`src/hw/pgp_pkg.sv`:
```
// Constants shared by the packet driven pin port and its input sampler.
// Assumes a single 250 MHz clock and byte wide packet fields.
package pgp_pkg;
   localparam int NPIN = 13;
   localparam int NHDR = 5;
   localparam int NLED = 8;
   localparam logic [7:0] NPIN_IDX = 8'h0d;

   // Packet types of requests and of their replies.
   localparam logic [7:0] TYPE_SET = 8'h22;
   localparam logic [7:0] TYPE_GET = 8'h23;
   localparam logic [7:0] RSP_SET = 8'h62;
   localparam logic [7:0] RSP_GET = 8'h63;
   localparam logic [7:0] RSP_NONE = 8'h00;
   localparam logic [1:0] LEN_GET = 2'h1;
   localparam logic [1:0] LEN_VAL = 2'h2;
   localparam logic [1:0] LEN_CFG = 2'h3;
   localparam logic [2:0] RLEN_GET = 3'h4;

   // Timing.
   localparam int CLK_PERIOD_NS = 4;
   localparam int PWM_PERIOD_NS = 10_000_000;
   localparam int SAMPLE_PERIOD_NS = 20_000_000;
   localparam int PWM_STEPS = 100;
   localparam int PWM_STEP_CYC = PWM_PERIOD_NS / PWM_STEPS / CLK_PERIOD_NS;
   localparam int SAMPLE_CYC = SAMPLE_PERIOD_NS / CLK_PERIOD_NS;
   localparam logic [6:0] PCT_LAST = 7'h63;

   // Configuration byte fields.
   localparam int CFG_W = 4;
   localparam int CFG_FUNC = 3;
   localparam logic [2:0] DM_UP_PD = 3'h0;
   localparam logic [2:0] DM_STRONG = 3'h1;
   localparam logic [2:0] DM_INPUT = 3'h2;
   localparam logic [2:0] DM_PU_DOWN = 3'h3;
   localparam logic [2:0] DM_SLOW_UP = 3'h4;
   localparam logic [2:0] DM_SLOW = 3'h5;
   localparam logic [2:0] DM_RSVD = 3'h6;
   localparam logic [2:0] DM_SLOW_DN = 3'h7;

   // Status byte fields.
   localparam int STAT_LVL = 0;
   localparam int STAT_FALL = 1;
   localparam int STAT_RISE = 2;

   // Reset values.
   localparam logic [7:0] RST_DUTY = 8'h00;
   localparam logic [3:0] RST_CFG = 4'h0;

   // Register byte offsets on the AXI4-Lite bus.
   localparam int ADDR_W = 8;
   localparam logic [7:0] ADDR_REQ_DATA = 8'h00;
   localparam logic [7:0] ADDR_REQ_CTRL = 8'h04;
   localparam logic [7:0] ADDR_RSP_HDR = 8'h08;
   localparam logic [7:0] ADDR_RSP_DATA = 8'h0c;
   localparam logic [7:0] ADDR_BOOT = 8'h10;
   localparam int BOOT_STORE = 0;
   localparam int BOOT_LOAD = 1;
   localparam int RSP_ERR_BIT = 16;

   localparam logic [1:0] RESP_OKAY = 2'h0;
   localparam logic [1:0] RESP_DECERR = 2'h3;
endpackage

```
`src/hw/pgp_smp_if.sv`:
```
// Carries the sampling tick, raw levels, query clears and sampled results.
// Assumes both ends run on the same clock.
interface pgp_smp_if;
   logic tick;
   logic [pgp_pkg::NPIN-1:0] raw;
   logic [pgp_pkg::NPIN-1:0] clr;
   logic [pgp_pkg::NPIN-1:0] level;
   logic [pgp_pkg::NPIN-1:0] rise;
   logic [pgp_pkg::NPIN-1:0] fall;
   modport ctl(output tick, raw, clr, input level, rise, fall);
   modport smp(input tick, raw, clr, output level, rise, fall);
endinterface

```
`src/hw/pgp_sampler.sv`:
```
// Periodic pin sampler with debounced level and sticky edge flags.
// Assumes raw levels are already synchronous and tick is a one cycle pulse.
module pgp_sampler (
   input wire logic clk,
   input wire logic rst,
   pgp_smp_if.smp s
);
   logic [pgp_pkg::NPIN-1:0] prev_r, prev_nxt;
   logic [pgp_pkg::NPIN-1:0] level_r, level_nxt;
   logic [pgp_pkg::NPIN-1:0] rise_r, rise_nxt;
   logic [pgp_pkg::NPIN-1:0] fall_r, fall_nxt;
   logic [pgp_pkg::NPIN-1:0] agree, rise_set, fall_set;

   // A level is accepted only when two successive samples agree, so
   // chatter shorter than one sample period never shows as a change.
   always_comb begin
      prev_nxt = prev_r;
      level_nxt = level_r;
      agree = ~(s.raw ^ prev_r);
      rise_set = '0;
      fall_set = '0;
      if (s.tick) begin
         prev_nxt = s.raw; // RL2
         level_nxt = (level_r & ~agree) | (s.raw & agree); // RL19
         rise_set = agree & s.raw & ~level_r; // RL21
         fall_set = agree & ~s.raw & level_r; // RL21
      end
      // A new edge in the clearing cycle survives the clear.
      rise_nxt = (rise_r & ~s.clr) | rise_set; // RL3
      fall_nxt = (fall_r & ~s.clr) | fall_set; // RL3
   end

   always_ff @(posedge clk or posedge rst) begin
      if (rst) begin
         prev_r <= '0;
         level_r <= '0;
         rise_r <= '0;
         fall_r <= '0;
      end else begin
         prev_r <= prev_nxt;
         level_r <= level_nxt;
         rise_r <= rise_nxt;
         fall_r <= fall_nxt;
      end
   end

   assign s.level = level_r;
   assign s.rise = rise_r;
   assign s.fall = fall_r;
endmodule

```
`src/hw/pgp_port.sv`:
```
// Packet driven pin port: thirteen pins with level or PWM output, drive
// modes, periodic input sampling and edge flags, reached over AXI4-Lite.
// Assumes software writes request fields, then the control word, and reads
// the reply registers; default pin functions arrive on dflt_out/dflt_oe.
//
// Operation
// (RL1) Duty 0 low, 100 high, else 100 Hz PWM.
// (RL2) Sample every pin at 50 Hz.
// (RL3) Sticky edge flags clear when query answered.
// (RL4) Report sampled pin level, not commanded value.
// (RL5) Two bytes set value; three also set config.
// (RL6) Index 0-4 header, 5-12 LEDs, above ignored.
// (RL7) Host keeps output value within 0 to 100.
// (RL8) Value acts only with function set, output mode.
// (RL9) Config byte: mode bits 2-0, function bit 3.
// (RL10) Drive mode codes select high and low drive.
// (RL11) Host never programs reserved drive mode 110.
// (RL12) Function 0 default use, 1 host control.
// (RL13) Set is type 0x22, read is 0x23.
// (RL14) Read reply: index, status, value, config.
// (RL15) Status: level bit0, falling bit1, rising bit2.
// (RL16) Reserved config bits read back as zero.
// (RL17) Replies are 0x62 empty and 0x63.
// (RL18) Pin config saved as and restored from boot.
// (RL19) Input sampling ignores contact bounce.
// (RL20) Function 0 ignores stored duty and mode.
// (RL21) Edges found by comparing successive samples.
// (RL22) PWM period divided from clock, 1% steps.
//
// Local design decisions: the AXI4-Lite register port and the register offsets.
module pgp_port #(
   parameter int STEP_CYC = pgp_pkg::PWM_STEP_CYC,
   parameter int SAMPLE_CYC = pgp_pkg::SAMPLE_CYC
) (
   input wire logic clk,
   input wire logic rst,
   input wire logic [7:0] s_axi_awaddr,
   input wire logic s_axi_awvalid,
   output logic s_axi_awready,
   input wire logic [31:0] s_axi_wdata,
   input wire logic [3:0] s_axi_wstrb,
   input wire logic s_axi_wvalid,
   output logic s_axi_wready,
   output logic [1:0] s_axi_bresp,
   output logic s_axi_bvalid,
   input wire logic s_axi_bready,
   input wire logic [7:0] s_axi_araddr,
   input wire logic s_axi_arvalid,
   output logic s_axi_arready,
   output logic [31:0] s_axi_rdata,
   output logic [1:0] s_axi_rresp,
   output logic s_axi_rvalid,
   input wire logic s_axi_rready,
   input wire logic [pgp_pkg::NHDR-1:0] pad_in,
   input wire logic [pgp_pkg::NHDR-1:0] dflt_out,
   input wire logic [pgp_pkg::NHDR-1:0] dflt_oe,
   output logic [pgp_pkg::NHDR-1:0] pad_out,
   output logic [pgp_pkg::NHDR-1:0] pad_oe,
   output logic [pgp_pkg::NHDR-1:0] pad_pu,
   output logic [pgp_pkg::NHDR-1:0] pad_pd,
   output logic [pgp_pkg::NHDR-1:0] pad_slow,
   output logic [pgp_pkg::NLED-1:0] led_on
);
   localparam int STEP_W = $clog2(STEP_CYC + 1);
   localparam int SMP_W = $clog2(SAMPLE_CYC + 1);
   localparam int N = pgp_pkg::NPIN;

   // Index check shared by both request types.
   function automatic logic idx_ok(input logic [7:0] idx);
      idx_ok = idx < pgp_pkg::NPIN_IDX; // RL6
   endfunction

   // Drive decode: {out, oe, pull up, pull down, slow} for level v.
   function automatic logic [4:0] drive(input logic [2:0] m, input logic v);
      unique case (m) // RL10
         pgp_pkg::DM_UP_PD: drive = v ? 5'b11000 : 5'b00010;
         pgp_pkg::DM_STRONG: drive = {v, 4'b1000};
         pgp_pkg::DM_PU_DOWN: drive = v ? 5'b10100 : 5'b01000;
         pgp_pkg::DM_SLOW_UP: drive = v ? 5'b11001 : 5'b00000;
         pgp_pkg::DM_SLOW: drive = {v, 4'b1001};
         pgp_pkg::DM_SLOW_DN: drive = v ? 5'b00000 : 5'b01001;
         // Input mode and the reserved code leave the pin floating.
         default: drive = 5'b00000; // RL8
      endcase
   endfunction

   pgp_smp_if smp ();
   pgp_sampler u_sampler (.clk(clk), .rst(rst), .s(smp));

   // Timebase: PWM step, percent position and sampling tick.
   logic [STEP_W-1:0] step_r, step_nxt;
   logic [6:0] pct_r, pct_nxt;
   logic [SMP_W-1:0] scnt_r, scnt_nxt;
   logic tick_r, tick_nxt;

   always_comb begin
      step_nxt = step_r + STEP_W'(1);
      pct_nxt = pct_r;
      if (step_r == STEP_W'(STEP_CYC - 1)) begin // RL22
         step_nxt = '0;
         pct_nxt = (pct_r == pgp_pkg::PCT_LAST) ? 7'h00 : pct_r + 7'h01;
      end
      tick_nxt = scnt_r == SMP_W'(SAMPLE_CYC - 1); // RL2
      scnt_nxt = tick_nxt ? '0 : scnt_r + SMP_W'(1);
   end

   always_ff @(posedge clk or posedge rst) begin
      if (rst) begin
         step_r <= '0;
         pct_r <= '0;
         scnt_r <= '0;
         tick_r <= 1'b0;
      end else begin
         step_r <= step_nxt;
         pct_r <= pct_nxt;
         scnt_r <= scnt_nxt;
         tick_r <= tick_nxt;
      end
   end

   // Bus, request and per pin settings.
   logic aw_v_r, aw_v_nxt, w_v_r, w_v_nxt;
   logic [7:0] awaddr_r, awaddr_nxt;
   logic [31:0] wdata_r, wdata_nxt;
   logic [3:0] wstrb_r, wstrb_nxt;
   logic bvalid_r, bvalid_nxt, rvalid_r, rvalid_nxt;
   logic [1:0] bresp_r, bresp_nxt, rresp_r, rresp_nxt;
   logic [31:0] rdata_r, rdata_nxt;
   logic [23:0] req_r, req_nxt;
   logic [7:0] rsp_type_r, rsp_type_nxt;
   logic [2:0] rsp_len_r, rsp_len_nxt;
   logic rsp_err_r, rsp_err_nxt;
   logic [31:0] rsp_data_r, rsp_data_nxt;
   logic [7:0] duty_r [N], duty_nxt [N], boot_duty_r [N], boot_duty_nxt [N];
   logic [3:0] cfg_r [N], cfg_nxt [N], boot_cfg_r [N], boot_cfg_nxt [N];
   logic [N-1:0] clr;
   logic do_wr, exec, hit;
   logic [7:0] idx, val, typ;
   logic [1:0] len;
   logic [3:0] sel;
   logic [7:0] stat;

   always_comb begin
      aw_v_nxt = aw_v_r;
      awaddr_nxt = awaddr_r;
      w_v_nxt = w_v_r;
      wdata_nxt = wdata_r;
      wstrb_nxt = wstrb_r;
      bvalid_nxt = bvalid_r;
      bresp_nxt = bresp_r;
      rvalid_nxt = rvalid_r;
      rresp_nxt = rresp_r;
      rdata_nxt = rdata_r;
      req_nxt = req_r;
      rsp_type_nxt = rsp_type_r;
      rsp_len_nxt = rsp_len_r;
      rsp_err_nxt = rsp_err_r;
      rsp_data_nxt = rsp_data_r;
      duty_nxt = duty_r;
      cfg_nxt = cfg_r;
      boot_duty_nxt = boot_duty_r;
      boot_cfg_nxt = boot_cfg_r;
      clr = '0;
      idx = req_r[7:0];
      val = req_r[15:8];
      sel = idx[3:0];
      typ = wdata_r[7:0];
      len = wdata_r[9:8];
      stat = 8'h00;
      if (s_axi_awvalid && !aw_v_r) begin
         aw_v_nxt = 1'b1;
         awaddr_nxt = s_axi_awaddr;
      end
      if (s_axi_wvalid && !w_v_r) begin
         w_v_nxt = 1'b1;
         wdata_nxt = s_axi_wdata;
         wstrb_nxt = s_axi_wstrb;
      end
      do_wr = aw_v_r && w_v_r && !bvalid_r;
      hit = awaddr_r == pgp_pkg::ADDR_REQ_DATA
         || awaddr_r == pgp_pkg::ADDR_REQ_CTRL
         || awaddr_r == pgp_pkg::ADDR_BOOT;
      exec = do_wr && awaddr_r == pgp_pkg::ADDR_REQ_CTRL
         && wstrb_r[1:0] == 2'b11;
      if (do_wr) begin
         aw_v_nxt = 1'b0;
         w_v_nxt = 1'b0;
         bvalid_nxt = 1'b1;
         bresp_nxt = hit ? pgp_pkg::RESP_OKAY : pgp_pkg::RESP_DECERR;
         if (awaddr_r == pgp_pkg::ADDR_REQ_DATA) begin
            for (int b = 0; b < 3; b++) begin
               if (wstrb_r[b]) begin
                  req_nxt[b*8 +: 8] = wdata_r[b*8 +: 8];
               end
            end
         end
         if (awaddr_r == pgp_pkg::ADDR_BOOT && wstrb_r[0]) begin
            if (wdata_r[pgp_pkg::BOOT_STORE]) begin
               boot_duty_nxt = duty_r; // RL18
               boot_cfg_nxt = cfg_r; // RL18
            end
            if (wdata_r[pgp_pkg::BOOT_LOAD]) begin
               duty_nxt = boot_duty_r; // RL18
               cfg_nxt = boot_cfg_r; // RL18
            end
         end
      end
      if (bvalid_r && s_axi_bready) begin
         bvalid_nxt = 1'b0;
      end
      if (exec) begin
         rsp_type_nxt = pgp_pkg::RSP_NONE;
         rsp_len_nxt = 3'h0;
         rsp_err_nxt = 1'b1;
         if (typ == pgp_pkg::TYPE_SET && idx_ok(idx) // RL13
             && (len == pgp_pkg::LEN_VAL || len == pgp_pkg::LEN_CFG)) begin
            duty_nxt[sel] = val; // RL5
            if (len == pgp_pkg::LEN_CFG) begin
               cfg_nxt[sel] = req_r[19:16]; // RL9
            end
            rsp_type_nxt = pgp_pkg::RSP_SET; // RL17
            rsp_err_nxt = 1'b0;
         end
         if (typ == pgp_pkg::TYPE_GET && idx_ok(idx)
             && len == pgp_pkg::LEN_GET) begin
            stat[pgp_pkg::STAT_LVL] = smp.level[sel]; // RL4
            stat[pgp_pkg::STAT_FALL] = smp.fall[sel]; // RL15
            stat[pgp_pkg::STAT_RISE] = smp.rise[sel]; // RL15
            rsp_data_nxt = {4'h0, cfg_r[sel], duty_r[sel], stat, // RL16
               idx}; // RL14
            rsp_type_nxt = pgp_pkg::RSP_GET; // RL17
            rsp_len_nxt = pgp_pkg::RLEN_GET;
            rsp_err_nxt = 1'b0;
            clr[sel] = 1'b1; // RL3
         end
      end
      if (s_axi_arvalid && !rvalid_r) begin
         rvalid_nxt = 1'b1;
         rresp_nxt = pgp_pkg::RESP_OKAY;
         unique case (s_axi_araddr)
            pgp_pkg::ADDR_REQ_DATA: rdata_nxt = {8'h00, req_r};
            pgp_pkg::ADDR_REQ_CTRL: rdata_nxt = 32'h0000_0000;
            pgp_pkg::ADDR_RSP_HDR: begin
               rdata_nxt = 32'h0000_0000;
               rdata_nxt[7:0] = rsp_type_r;
               rdata_nxt[10:8] = rsp_len_r;
               rdata_nxt[pgp_pkg::RSP_ERR_BIT] = rsp_err_r;
            end
            pgp_pkg::ADDR_RSP_DATA: rdata_nxt = rsp_data_r;
            pgp_pkg::ADDR_BOOT: rdata_nxt = 32'h0000_0000;
            default: begin
               rdata_nxt = 32'h0000_0000;
               rresp_nxt = pgp_pkg::RESP_DECERR;
            end
         endcase
      end else if (rvalid_r && s_axi_rready) begin
         rvalid_nxt = 1'b0;
      end
   end

   always_ff @(posedge clk or posedge rst) begin
      if (rst) begin
         aw_v_r <= 1'b0;
         awaddr_r <= '0;
         w_v_r <= 1'b0;
         wdata_r <= '0;
         wstrb_r <= '0;
         bvalid_r <= 1'b0;
         bresp_r <= pgp_pkg::RESP_OKAY;
         rvalid_r <= 1'b0;
         rresp_r <= pgp_pkg::RESP_OKAY;
         rdata_r <= '0;
         req_r <= '0;
         rsp_type_r <= pgp_pkg::RSP_NONE;
         rsp_len_r <= 3'h0;
         rsp_err_r <= 1'b0;
         rsp_data_r <= '0;
         for (int i = 0; i < N; i++) begin
            duty_r[i] <= pgp_pkg::RST_DUTY;
            cfg_r[i] <= pgp_pkg::RST_CFG;
            boot_duty_r[i] <= pgp_pkg::RST_DUTY;
            boot_cfg_r[i] <= pgp_pkg::RST_CFG;
         end
      end else begin
         aw_v_r <= aw_v_nxt;
         awaddr_r <= awaddr_nxt;
         w_v_r <= w_v_nxt;
         wdata_r <= wdata_nxt;
         wstrb_r <= wstrb_nxt;
         bvalid_r <= bvalid_nxt;
         bresp_r <= bresp_nxt;
         rvalid_r <= rvalid_nxt;
         rresp_r <= rresp_nxt;
         rdata_r <= rdata_nxt;
         req_r <= req_nxt;
         rsp_type_r <= rsp_type_nxt;
         rsp_len_r <= rsp_len_nxt;
         rsp_err_r <= rsp_err_nxt;
         rsp_data_r <= rsp_data_nxt;
         duty_r <= duty_nxt;
         cfg_r <= cfg_nxt;
         boot_duty_r <= boot_duty_nxt;
         boot_cfg_r <= boot_cfg_nxt;
      end
   end

   assign s_axi_awready = !aw_v_r;
   assign s_axi_wready = !w_v_r;
   assign s_axi_bvalid = bvalid_r;
   assign s_axi_bresp = bresp_r;
   assign s_axi_arready = !rvalid_r;
   assign s_axi_rvalid = rvalid_r;
   assign s_axi_rresp = rresp_r;
   assign s_axi_rdata = rdata_r;

   // Pin drive, registered; header inputs pass two flip-flops.
   logic [4:0] drv [N];
   logic [N-1:0] pwm;
   logic [pgp_pkg::NHDR-1:0] out_nxt, oe_nxt, pu_nxt, pd_nxt, slow_nxt;
   logic [pgp_pkg::NLED-1:0] led_nxt;
   logic [pgp_pkg::NHDR-1:0] sync1_r, sync2_r;

   generate
      for (genvar i = 0; i < N; i++) begin : g_pin
         assign pwm[i] = duty_r[i] > {1'b0, pct_r}; // RL1
         assign drv[i] = drive(cfg_r[i][2:0], pwm[i]);
      end
   endgenerate

   always_comb begin
      for (int i = 0; i < pgp_pkg::NHDR; i++) begin
         if (cfg_r[i][pgp_pkg::CFG_FUNC]) begin // RL12
            {out_nxt[i], oe_nxt[i], pu_nxt[i], pd_nxt[i], slow_nxt[i]} =
               drv[i]; // RL8
         end else begin
            out_nxt[i] = dflt_out[i]; // RL20
            oe_nxt[i] = dflt_oe[i]; // RL20
            pu_nxt[i] = 1'b0;
            pd_nxt[i] = 1'b0;
            slow_nxt[i] = 1'b0;
         end
      end
      for (int i = 0; i < pgp_pkg::NLED; i++) begin
         led_nxt[i] = cfg_r[i+pgp_pkg::NHDR][pgp_pkg::CFG_FUNC]
            && drv[i+pgp_pkg::NHDR][4] && drv[i+pgp_pkg::NHDR][3]; // RL6
      end
   end

   always_ff @(posedge clk or posedge rst) begin
      if (rst) begin
         pad_out <= '0;
         pad_oe <= '0;
         pad_pu <= '0;
         pad_pd <= '0;
         pad_slow <= '0;
         led_on <= '0;
         sync1_r <= '0;
         sync2_r <= '0;
      end else begin
         pad_out <= out_nxt;
         pad_oe <= oe_nxt;
         pad_pu <= pu_nxt;
         pad_pd <= pd_nxt;
         pad_slow <= slow_nxt;
         led_on <= led_nxt;
         sync1_r <= pad_in;
         sync2_r <= sync1_r;
      end
   end

   assign smp.tick = tick_r;
   assign smp.raw = {led_on, sync2_r}; // RL4
   assign smp.clr = clr;
endmodule

```
`config.mk`:
```
export PLATFORM = sky130hd
export DESIGN_NAME = pgp_port
export DESIGN_NICKNAME = d
export VERILOG_FILES = /design/src/hw/pgp_pkg.sv /design/src/hw/pgp_smp_if.sv /design/src/hw/pgp_sampler.sv /design/src/hw/pgp_port.sv
export SDC_FILE = /design/constraint.sdc
export NUM_CORES = 1
export LEC_CHECK = 0
export BUFFER_PORTS_ARGS = -buffer_cell sky130_fd_sc_hd__buf_2
export CAP_MARGIN = 0
export CORE_MARGIN = 2
export CORE_UTILIZATION = 45
export CTS_CLUSTER_DIAMETER = 100
export DETAILED_ROUTE_END_ITERATION = 8
export PLACE_DENSITY = 0.7
export SLEW_MARGIN = 20
export SYNTH_ARGS = -nofsm -noshare
export SYNTH_HDL_FRONTEND = slang
export SYNTH_SLANG_ARGS = --single-unit
```
`constraint.sdc`:
```
create_clock -name clk -period 16 [get_ports clk]
set_clock_uncertainty 0.05 [all_clocks]
set_input_delay 0 -clock clk [delete_from_list [all_inputs] [get_ports clk]]
set_output_delay 0 -clock clk [all_outputs]
set_load 0.05 [all_outputs]
```
# Word level (Yosys, flattened, before mapping)
# Cells that the tools add are included.
[op_classes]
addsub = 3
multipliers = 0
div_mod_pow = 0
n_lt_le_gt_ge = 18
n_eq_ne = 80
n_shift = 0
n_mux = 144
bitwise = 17
reduce_logical = 64
[ops]
columns = ["operator", "count"]
rows = [
  ["$mux 104", 5],
  ["$pmux 5 s6", 13],
  ["$mux 52", 6],
  ["$mux 5", 39],
  ["$eq 3x3->1 const B", 39],
  ["$bwmux 104", 1],
  ["$gt 8x7->1", 13],
  ["$and 13x13->13", 7],
  ["$pmux 28 s3", 1],
  ["$not 13->13", 5],
  ["$mux 4", 16],
  ["$bwmux 52", 1],
  ["$mux 13", 4],
  ["$eq 3x1->1 const B", 13],
  ["$eq 3x2->1 const B", 13],
  ["$logic_not 3->1", 13],
  ["$mux 1", 39],
  ["$or 13x13->13", 3],
  ["$bmux 8 s4", 1],
  ["$demux 8 s4", 1],
  ["$logic_and 1x1->1", 32],
  ["$mux 8", 4],
  ["$add 23x1->23 const B", 1],
  ["$eq 23x23->1 const B", 1],
  ["33 further kinds", 55],
]
[totals]
regBits = 587
latchBits = 0
mem_bits_rw = 0
rom_bits = 0
output_inout_bits = 74
word_cells = 411
mem_count = 0

# Depth between registers and ports, before layout
# Gate-level depths: netlist of run 1.
[logic_depth]
ltp_word = 9
mapped_depth = 8
depth_no_buf = 7

# Modules after synthesis
# A second synthesis of run 1 with hierarchy kept.
[unflattened]
cells_unflattened = 2515
area_unflattened_um2 = 28105.7
[modules_own_cells]
columns = ["mod", "instances", "cells_each", "area_each_um2", "seq_area_each_um2"]
rows = [
  ["pgp_port", 1, 2273, 25600.8, 13012.5],
  ["pgp_sampler", 1, 242, 2504.9, 1301.2],
]

# Worst setup path before layout of run 1
# Ideal clock, no wire load.
[synth_timing]
path_type = "reg2reg"
start = "register bvalid_r (netlist: s_axi_bvalid)"
end = "register cfg_r[12] (netlist name)"
t_arrival_ps = 2199
required_time_ps = 15825
slack_ps = 13627
path_stages_with_launch = 7
path_cell_list = "dfrtp_1 nand3b_1 buf_1 nor4_2 buf_2 mux2_2 mux2_2"
[synth_lines]
columns = ["element", "line", "source"]
rows = [
  ["start, declared", "pgp_port.sv:126", "logic bvalid_r, bvalid_nxt, rvalid_r, rvalid_nxt;"],
  ["start signal, assigned", "pgp_port.sv:290", "bvalid_r <= bvalid_nxt;"],
  ["end signal, assigned by index", "pgp_port.sv:280", "cfg_r[i] <= pgp_pkg::RST_CFG;"],
  ["end signal, assigned", "pgp_port.sv:301", "cfg_r <= cfg_nxt;"],
  ["end, declared", "pgp_port.sv:135", "logic [3:0] cfg_r [N], cfg_nxt [N], boot_cfg_r [N], boot_cfg_nxt [N];"],
]

# Worst setup path in the final report of run 1
[layout_timing]
start = "register req_r[1]"
end = "register rsp_data_r[2]"
[layout_between]
elab_chain_len = 4
[layout_lines]
columns = ["element", "line", "source"]
rows = [
  ["start, declared", "pgp_port.sv:129", "logic [23:0] req_r, req_nxt;"],
  ["start signal, assigned", "pgp_port.sv:295", "req_r <= req_nxt;"],
  ["$lt 8x4->1", "pgp_port.sv:70", "idx_ok = idx < pgp_pkg::NPIN_IDX;"],
  ["$logic_and 1x1->1", "pgp_port.sv:224", "if (typ == pgp_pkg::TYPE_GET && idx_ok(idx)"],
  ["$logic_and 1x1->1", "pgp_port.sv:225", "&& len == pgp_pkg::LEN_GET) begin"],
  ["$reduce_and 2->1 (no line)", "n/a", ""],
  ["end signal, assigned", "pgp_port.sv:299", "rsp_data_r <= rsp_data_nxt;"],
  ["end, declared", "pgp_port.sv:133", "logic [31:0] rsp_data_r, rsp_data_nxt;"],
]
# No other way between the ends.
# A chain may end at the register's enable or synchronous reset.

==> results.cfg, run 1 <==
[synthesis]
avgSynthCellArea_um2 = 11.0
synthAdderAreaFrac_pct = 5.39
muxShareOfSynthArea_pct = 17.5
yosysWarnings = 0
synthXorXnorAreaFrac_pct = 1.01
syn-cell-area_um2 = 27900
ys.flop_type = dfrtp_1
synth_top_family_by_area = multiplexers
ys_seq_elements = 572
synth_edf_count = 0
ys_types = 65
yosysSeqAreaShare_pct = 51.4
syn-instance-count = 2521
yosys.area_share.simple_pct = 11.5
async_reset_ff_share_pct = 100
synth_compound_area_share_pct = 9.84

[worst_setup_path]
regToRegStartpoint = req_r[1]$_DFFE_PP0P_
endpoint_kind = flip-flop
path_buf_inv = 1
worstPathCellList = o211ai_1 -> nor4b_2 -> nand3_1 -> buf_4 -> mux2_2
crit_type = reg -> reg
arrival_ns = 4.70
critPathTopFamily = simple AND/OR/NAND/NOR gates
reg2reg_depth = 5
max_stage_delay_ns = 1.03
crit_start = req_r[1]$_DFFE_PP0P_
crit_path_start_kind = flip-flop
rrSetupSlack_ns = 11.77
cp_max_fo = 53
critical_path.slowest_cell = o211ai_1
reg2reg_to = rsp_data_r[2]$_DFFE_PP0P_
required_ns = 16.47

[drt]
dr.pass1.iters = 5
viasPerCell = 5.78
drt-total-wl_um = 73700
num_vias = 20300
wl_per_cell_um = 21.0
drtAntennaViolNets = 0
route.detailed.drc = 0
dr.first_iter.drc_count = 1691

[clocking]
clockBufferDepth = 3
root_buffer = clkbuf_16
clock_sinks = 572
cts_buffers = 58
clkLatencyLatePin_ns = 0.64
cts_tree = built
clk_pin_slew_ns = 0.06
htreeDepth = 2
postCtsResizedCells = 0

[worst_hold_path]
hold_path_end = s_axi_bvalid$_DFFE_PP0P_
min_delay_path_depth = 3
hp-start = s_axi_bready
hold_class = in -> reg

[layout]
fin_util_pct = 51.9
layout_common_cells = dfrtp_1, mux2i_1, mux2_2
syn2layout_area_growth_pct = 14.6
fin_nets = 2871
stdcell_area_um2 = 31900
drive_gt1_share_pct = 18.2
final_common_cell = dfrtp_1

[sta]
setup_violations = 0
tightest_slew_ns = 1.16
setup-tns-final_ns = 0
slew_violations = 0
fin_crit_ns = 4.23
slew_headroom_pct = 23.0
finalHoldViolations = 0
post-route-period-util_pct = 26.5
rsz0062_at_grt = no
fmax_mhz = 236

[power]
internal_power_mw = 2.41
power.density_nw_per_um2 = 102
pwr-share-clk_pct = 42.1
vdd_drop_max_mv = 0.0812
power_leakage_nw = 14.7
pwr-share-seq_pct = 49.3
switching_share_pct = 26.0
p_sw_uw = 845
p_comb_share_pct = 8.7

[global_route]
antenna_found_initial = 4
grt_max_degree = 186
grt_overflow = 0
grt_pass1_wl_um = 116000
grt.total_usage_pct = 23.1
grt_pass1_vias = 20500

[floorplan]
pin_count = 148
die-height_um = 253
rows = 91
coreArea_um2 = 61500
dieArea_um2 = 63900
dieWidth_um = 253
start_util_pct = 45.3

[placed_design]
dp_hpwl_um = 48800
place_area_um2 = 29200
port_buffers = 134
finalWeightedCongestion = 0.930

[run]
drv_cap = 0

[outcome]
status = complete, no violations
## power by group through the flow
stage	clock, mW	combinational (mW)	sequential [mW]
2_1_floorplan	0	0.210	1.59
6_report	1.37	0.282	1.60
3_3_place_gp	0	0.256	1.62
3_5_place_dp	0	0.264	1.63
5_1_grt	1.45	0.303	1.61
4_1_cts	1.39	0.280	1.60
## synthesized netlist by cell type, types with 4 or more instances
master	n	area (µm²)
dfrtp_1	572	14300
mux2i_1	242	2420
mux2_2	214	2410
nor2_1	206	773
a21oi_1	173	866
nand2_1	155	582
o21ai_0	140	701
ha_1	120	1500
inv_1	93	349
clkbuf_1	81	304
nand3_1	54	270
nand4_1	48	300
buf_2	39	195
o22ai_1	39	244
nor3_1	32	160
a32o_1	24	240
nor2b_1	24	150
xnor2_1	19	166
o211ai_1	16	120
nor4_1	15	93.8
a22oi_1	14	105
nand4b_1	13	114
o31ai_1	13	97.6
xor2_1	13	114
nand2b_1	12	75.1
nor3b_1	11	82.6
buf_1	10	37.5
o21a_1	10	75.1
and2_1	9	56.3
and3_1	9	56.3
nor4b_1	9	78.8
or2_2	7	43.8
a2111oi_0	6	52.6
a211oi_1	6	45.0
buf_4	6	45.0
and4_1	5	43.8
or4_1	5	37.5
a211o_1	4	35.0
mux2_1	4	45.0
nand3b_1	4	30.0
nor3_2	4	40.0
nor4_2	4	50.1
## cell type report
type,count,area (µm²)
flip-flops and latches,572,14300
inverters,94,357
well taps,790,988
repair buffers,229,1640
diodes,2,5.00
clock buffers,83,1680
clock inverters,24,251
multi-input cells,1722,12700
fillers,5285,29600
## layer usage
metal / routed length, µm / track usage, % / vias up
met5: 11 / 0 / -
met4: 2900 / 9.10 / 2
met3: 4530 / 4.17 / 167
met2: 35100 / 38.1 / 568
met1: 31200 / 30.3 / 10200
li1: - / - / 9342
## stage by stage
stage	total power, mW	setup slack [ns]	cells	hold slack, ns
detailed placement	1.89	11.88	3331	0.0593
finish	3.26	11.77	3516	0.0522
floorplan	1.80	8.16	2524	-0.0186
global placement	1.88	12.04	3331	0.0592
CTS	3.28	11.88	3513	0.0229
global route	3.36	11.56	3515	0.0798
## registers in the layout, summed over array words and instances, names as in the netlist, 7 cells and up, named ones only
signal and count:
rsp_data_r 23, boot_cfg_r 52, u_sampler.s.fall 13, duty_r 104, s_axi_rdata 28, u_sampler.prev_r 13
u_sampler.s.rise 13, boot_duty_r 104, wdata_r 24, step_r 15, req_r 24, cfg_r 52
pct_r 7, led_on 8, awaddr_r 8, scnt_r 23
## worst max path at each step
stage | end | slack, ns | cells after the start
6_report | rsp_data_r[2]$_DFFE_PP0P_ | 11.77 | 5
5_1_grt | rsp_data_r[2]$_DFFE_PP0P_ | 11.56 | 5
4_1_cts | rsp_data_r[2]$_DFFE_PP0P_ | 11.88 | 5
3_5_place_dp | rsp_data_r[2]$_DFFE_PP0P_ | 11.88 | 5
3_3_place_gp | rsp_data_r[2]$_DFFE_PP0P_ | 12.04 | 5
2_1_floorplan | asynchronous set/reset pin | 8.16 | 1
## tightest hold or removal path, cell delays in order
cell and delay (ns):
dlygate4sd3_1 0.53, buf_2 0.10, o21ai_0 0.06
## logic make-up (layout without fill, tap and decap cells)
| logic type | count (synthesis) | count (layout) |
|---|---|---|
| AOI/OAI and AO/OA | 465 | 465 |
| and+or+nand+nor | 641 | 641 |
| adders and majority gates | 120 | 120 |
| buffers and inverters | 230 | 430 |
| muxes | 460 | 460 |
| DFF | 572 | 572 |
| xor gates and xnor gates | 32 | 32 |
| other | 1 | 6 |
## what timing repair did
| item | 4_1_cts | 5_1_grt |
|---|---|---|
| buffers inserted | 0 | 0 |
| hold endpoints to repair | 151 | 0 |
| hold buffers | 75 | 0 |
Power figures use the tool's default switching activity.
==> run 2: changes to the inputs <==
Settings changed: PLACE_DENSITY 0.7 to 0.68.
Clock period 16 ns to 4.3 ns, I/O delays scaled along.
==> results.cfg, run 2 (synthesis gave the netlist of run 1 again) <==
[global_route]
antenna_found_initial = 2
grt_pass1_wl_um = 119000
grt_overflow = 0
grt_pass1_vias = 20900
grt_max_degree = 180
grt.total_usage_pct = 24.0

[drt]
wl_per_cell_um = 21.4
num_vias = 20400
dr.first_iter.drc_count = 1742
drtAntennaViolNets = 0
route.detailed.drc = 0
dr.pass1.iters = 6
viasPerCell = 5.76
drt-total-wl_um = 75800

[worst_hold_path]
hold_class = in -> reg
hp-start = s_axi_araddr[7]

[power]
vdd_drop_max_mv = 0.271
power.density_nw_per_um2 = 391
power_leakage_nw = 14.9

[outcome]
status = complete, no violations

[worst_setup_path]
arrival_ns = 3.75
required_ns = 4.80
regToRegStartpoint = req_r[0]$_DFFE_PP0P_
crit_start = s_axi_araddr[1]
endpoint_kind = flip-flop
cp_max_fo = 15
rrSetupSlack_ns = 1.12
crit_path_start_kind = input port
crit_type = in -> reg

[floorplan]
pin_count = 148
die-height_um = 253
dieArea_um2 = 63900
start_util_pct = 45.3
rows = 91
dieWidth_um = 253
coreArea_um2 = 61500

[layout]
fin_nets = 2900
ff_latch_area_um2 = 14300
fill_cells = 5314
fin_util_pct = 52.6
layout_common_cells = dfrtp_1, mux2i_1, mux2_2
multi_input_area_um2 = 12700
top_regs = boot_duty_r (104), duty_r (104)
final_common_cell = dfrtp_1
drive_gt1_share_pct = 18.9
syn2layout_area_growth_pct = 16.0
stdcell_count = 3547

[sta]
setup_violations = 0
whs_ns = 0.0454
slew_violations = 0
fin_crit_ns = 3.26
slew_headroom_pct = 24.0
fmax_mhz = 307
setup-tns-final_ns = 0
finalHoldViolations = 0
rsz0062_at_grt = no
post-route-period-util_pct = 75.7
tightest_slew_ns = 1.14

[clocking]
clock_sinks = 572
clkLatencyLatePin_ns = 0.61
clk_pin_slew_ns = 0.06
clockBufferDepth = 3
htreeDepth = 3
post-cts-setup-buffer-count = 0
cts_buffers = 66
root_buffer = clkbuf_16
postCtsResizedCells = 0
cts_tree = built

[placed_design]
place_inst = 3354
port_buffers = 134
finalWeightedCongestion = 0.926
dp_hpwl_um = 50700

[run]
drv_cap = 0
-- run 2: through the flow --
stage               setup WS (ns)  power (mW)  cell area, µm²
floorplan                   -3.54        6.68           27900
global placement             1.32        7.02           29400
detailed placement           1.27        7.06           29400
CTS                          1.10        12.7           32300
global route                0.859        13.0           32300
finish                       1.04        12.6           32300
-- run 2: final cells by class --
class / instances / area share, %
multi-input combinational: 1722 / 39.2
sequential: 572 / 44.3
clock buffer: 96 / 5.97
antenna: 3 / 0.0232
timing repair buffer: 250 / 5.65
inverter: 94 / 1.10
tap: 790 / 3.06
clock inverter: 20 / 0.708
-- run 2: what timing repair did --
| item | 4_1_cts | 5_1_grt |
|---|---|---|
| hold endpoints to repair | 112 | 0 |
| hold buffers | 74 | 0 |
| endpoints found under the setup margin | 0 | 0 |
-- run 2: critical path, stage by stage --
cell,delay [ns]
dlygate4sd3_1,0.53
buf_2,0.12
nor2_1,0.06
dlygate4sd3_1,0.57
nand2_1,0.11
nor3b_2,0.85
dlygate4sd3_1,0.74
nand2_1,0.07
o21ai_0,0.12
dlygate4sd3_1,0.56
-- run 2: where the power goes --
group | leakage [nW] | switching [mW] | internal, mW
sequential | 7.82 | 0.360 | 5.62
combinational | 5.99 | 0.645 | 0.413
clock | 1.06 | 2.27 | 3.31
total | 14.9 | 3.28 | 9.34
-- run 2: metal layers --
metal	up-vias	global-route usage, %	share of wire [%]
met5	-	0	0
met4	0	9.45	3.3
met3	160	4.24	5.3
met2	532	39.7	48
met1	10300	31.3	43
li1	9421	-	-
-- run 2: final timing paths --
kind / endpoint / depth (start not counted)
worst min register to register: sync2_r[1]$_DFF_PP0_ / 0
min in group asynchronous: wdata_r[23]$_DFFE_PP0P_ / 3
max in group asynchronous: boot_cfg_r[43]$_DFFE_PP0P_ / 4
worst min-delay path: s_axi_rdata[27]$_DFFE_PP0P_ / 6
worst max register to register: rsp_data_r[22]$_DFFE_PP0P_ / 6
worst max-delay path: s_axi_rdata[25]$_DFFE_PP0P_ / 10
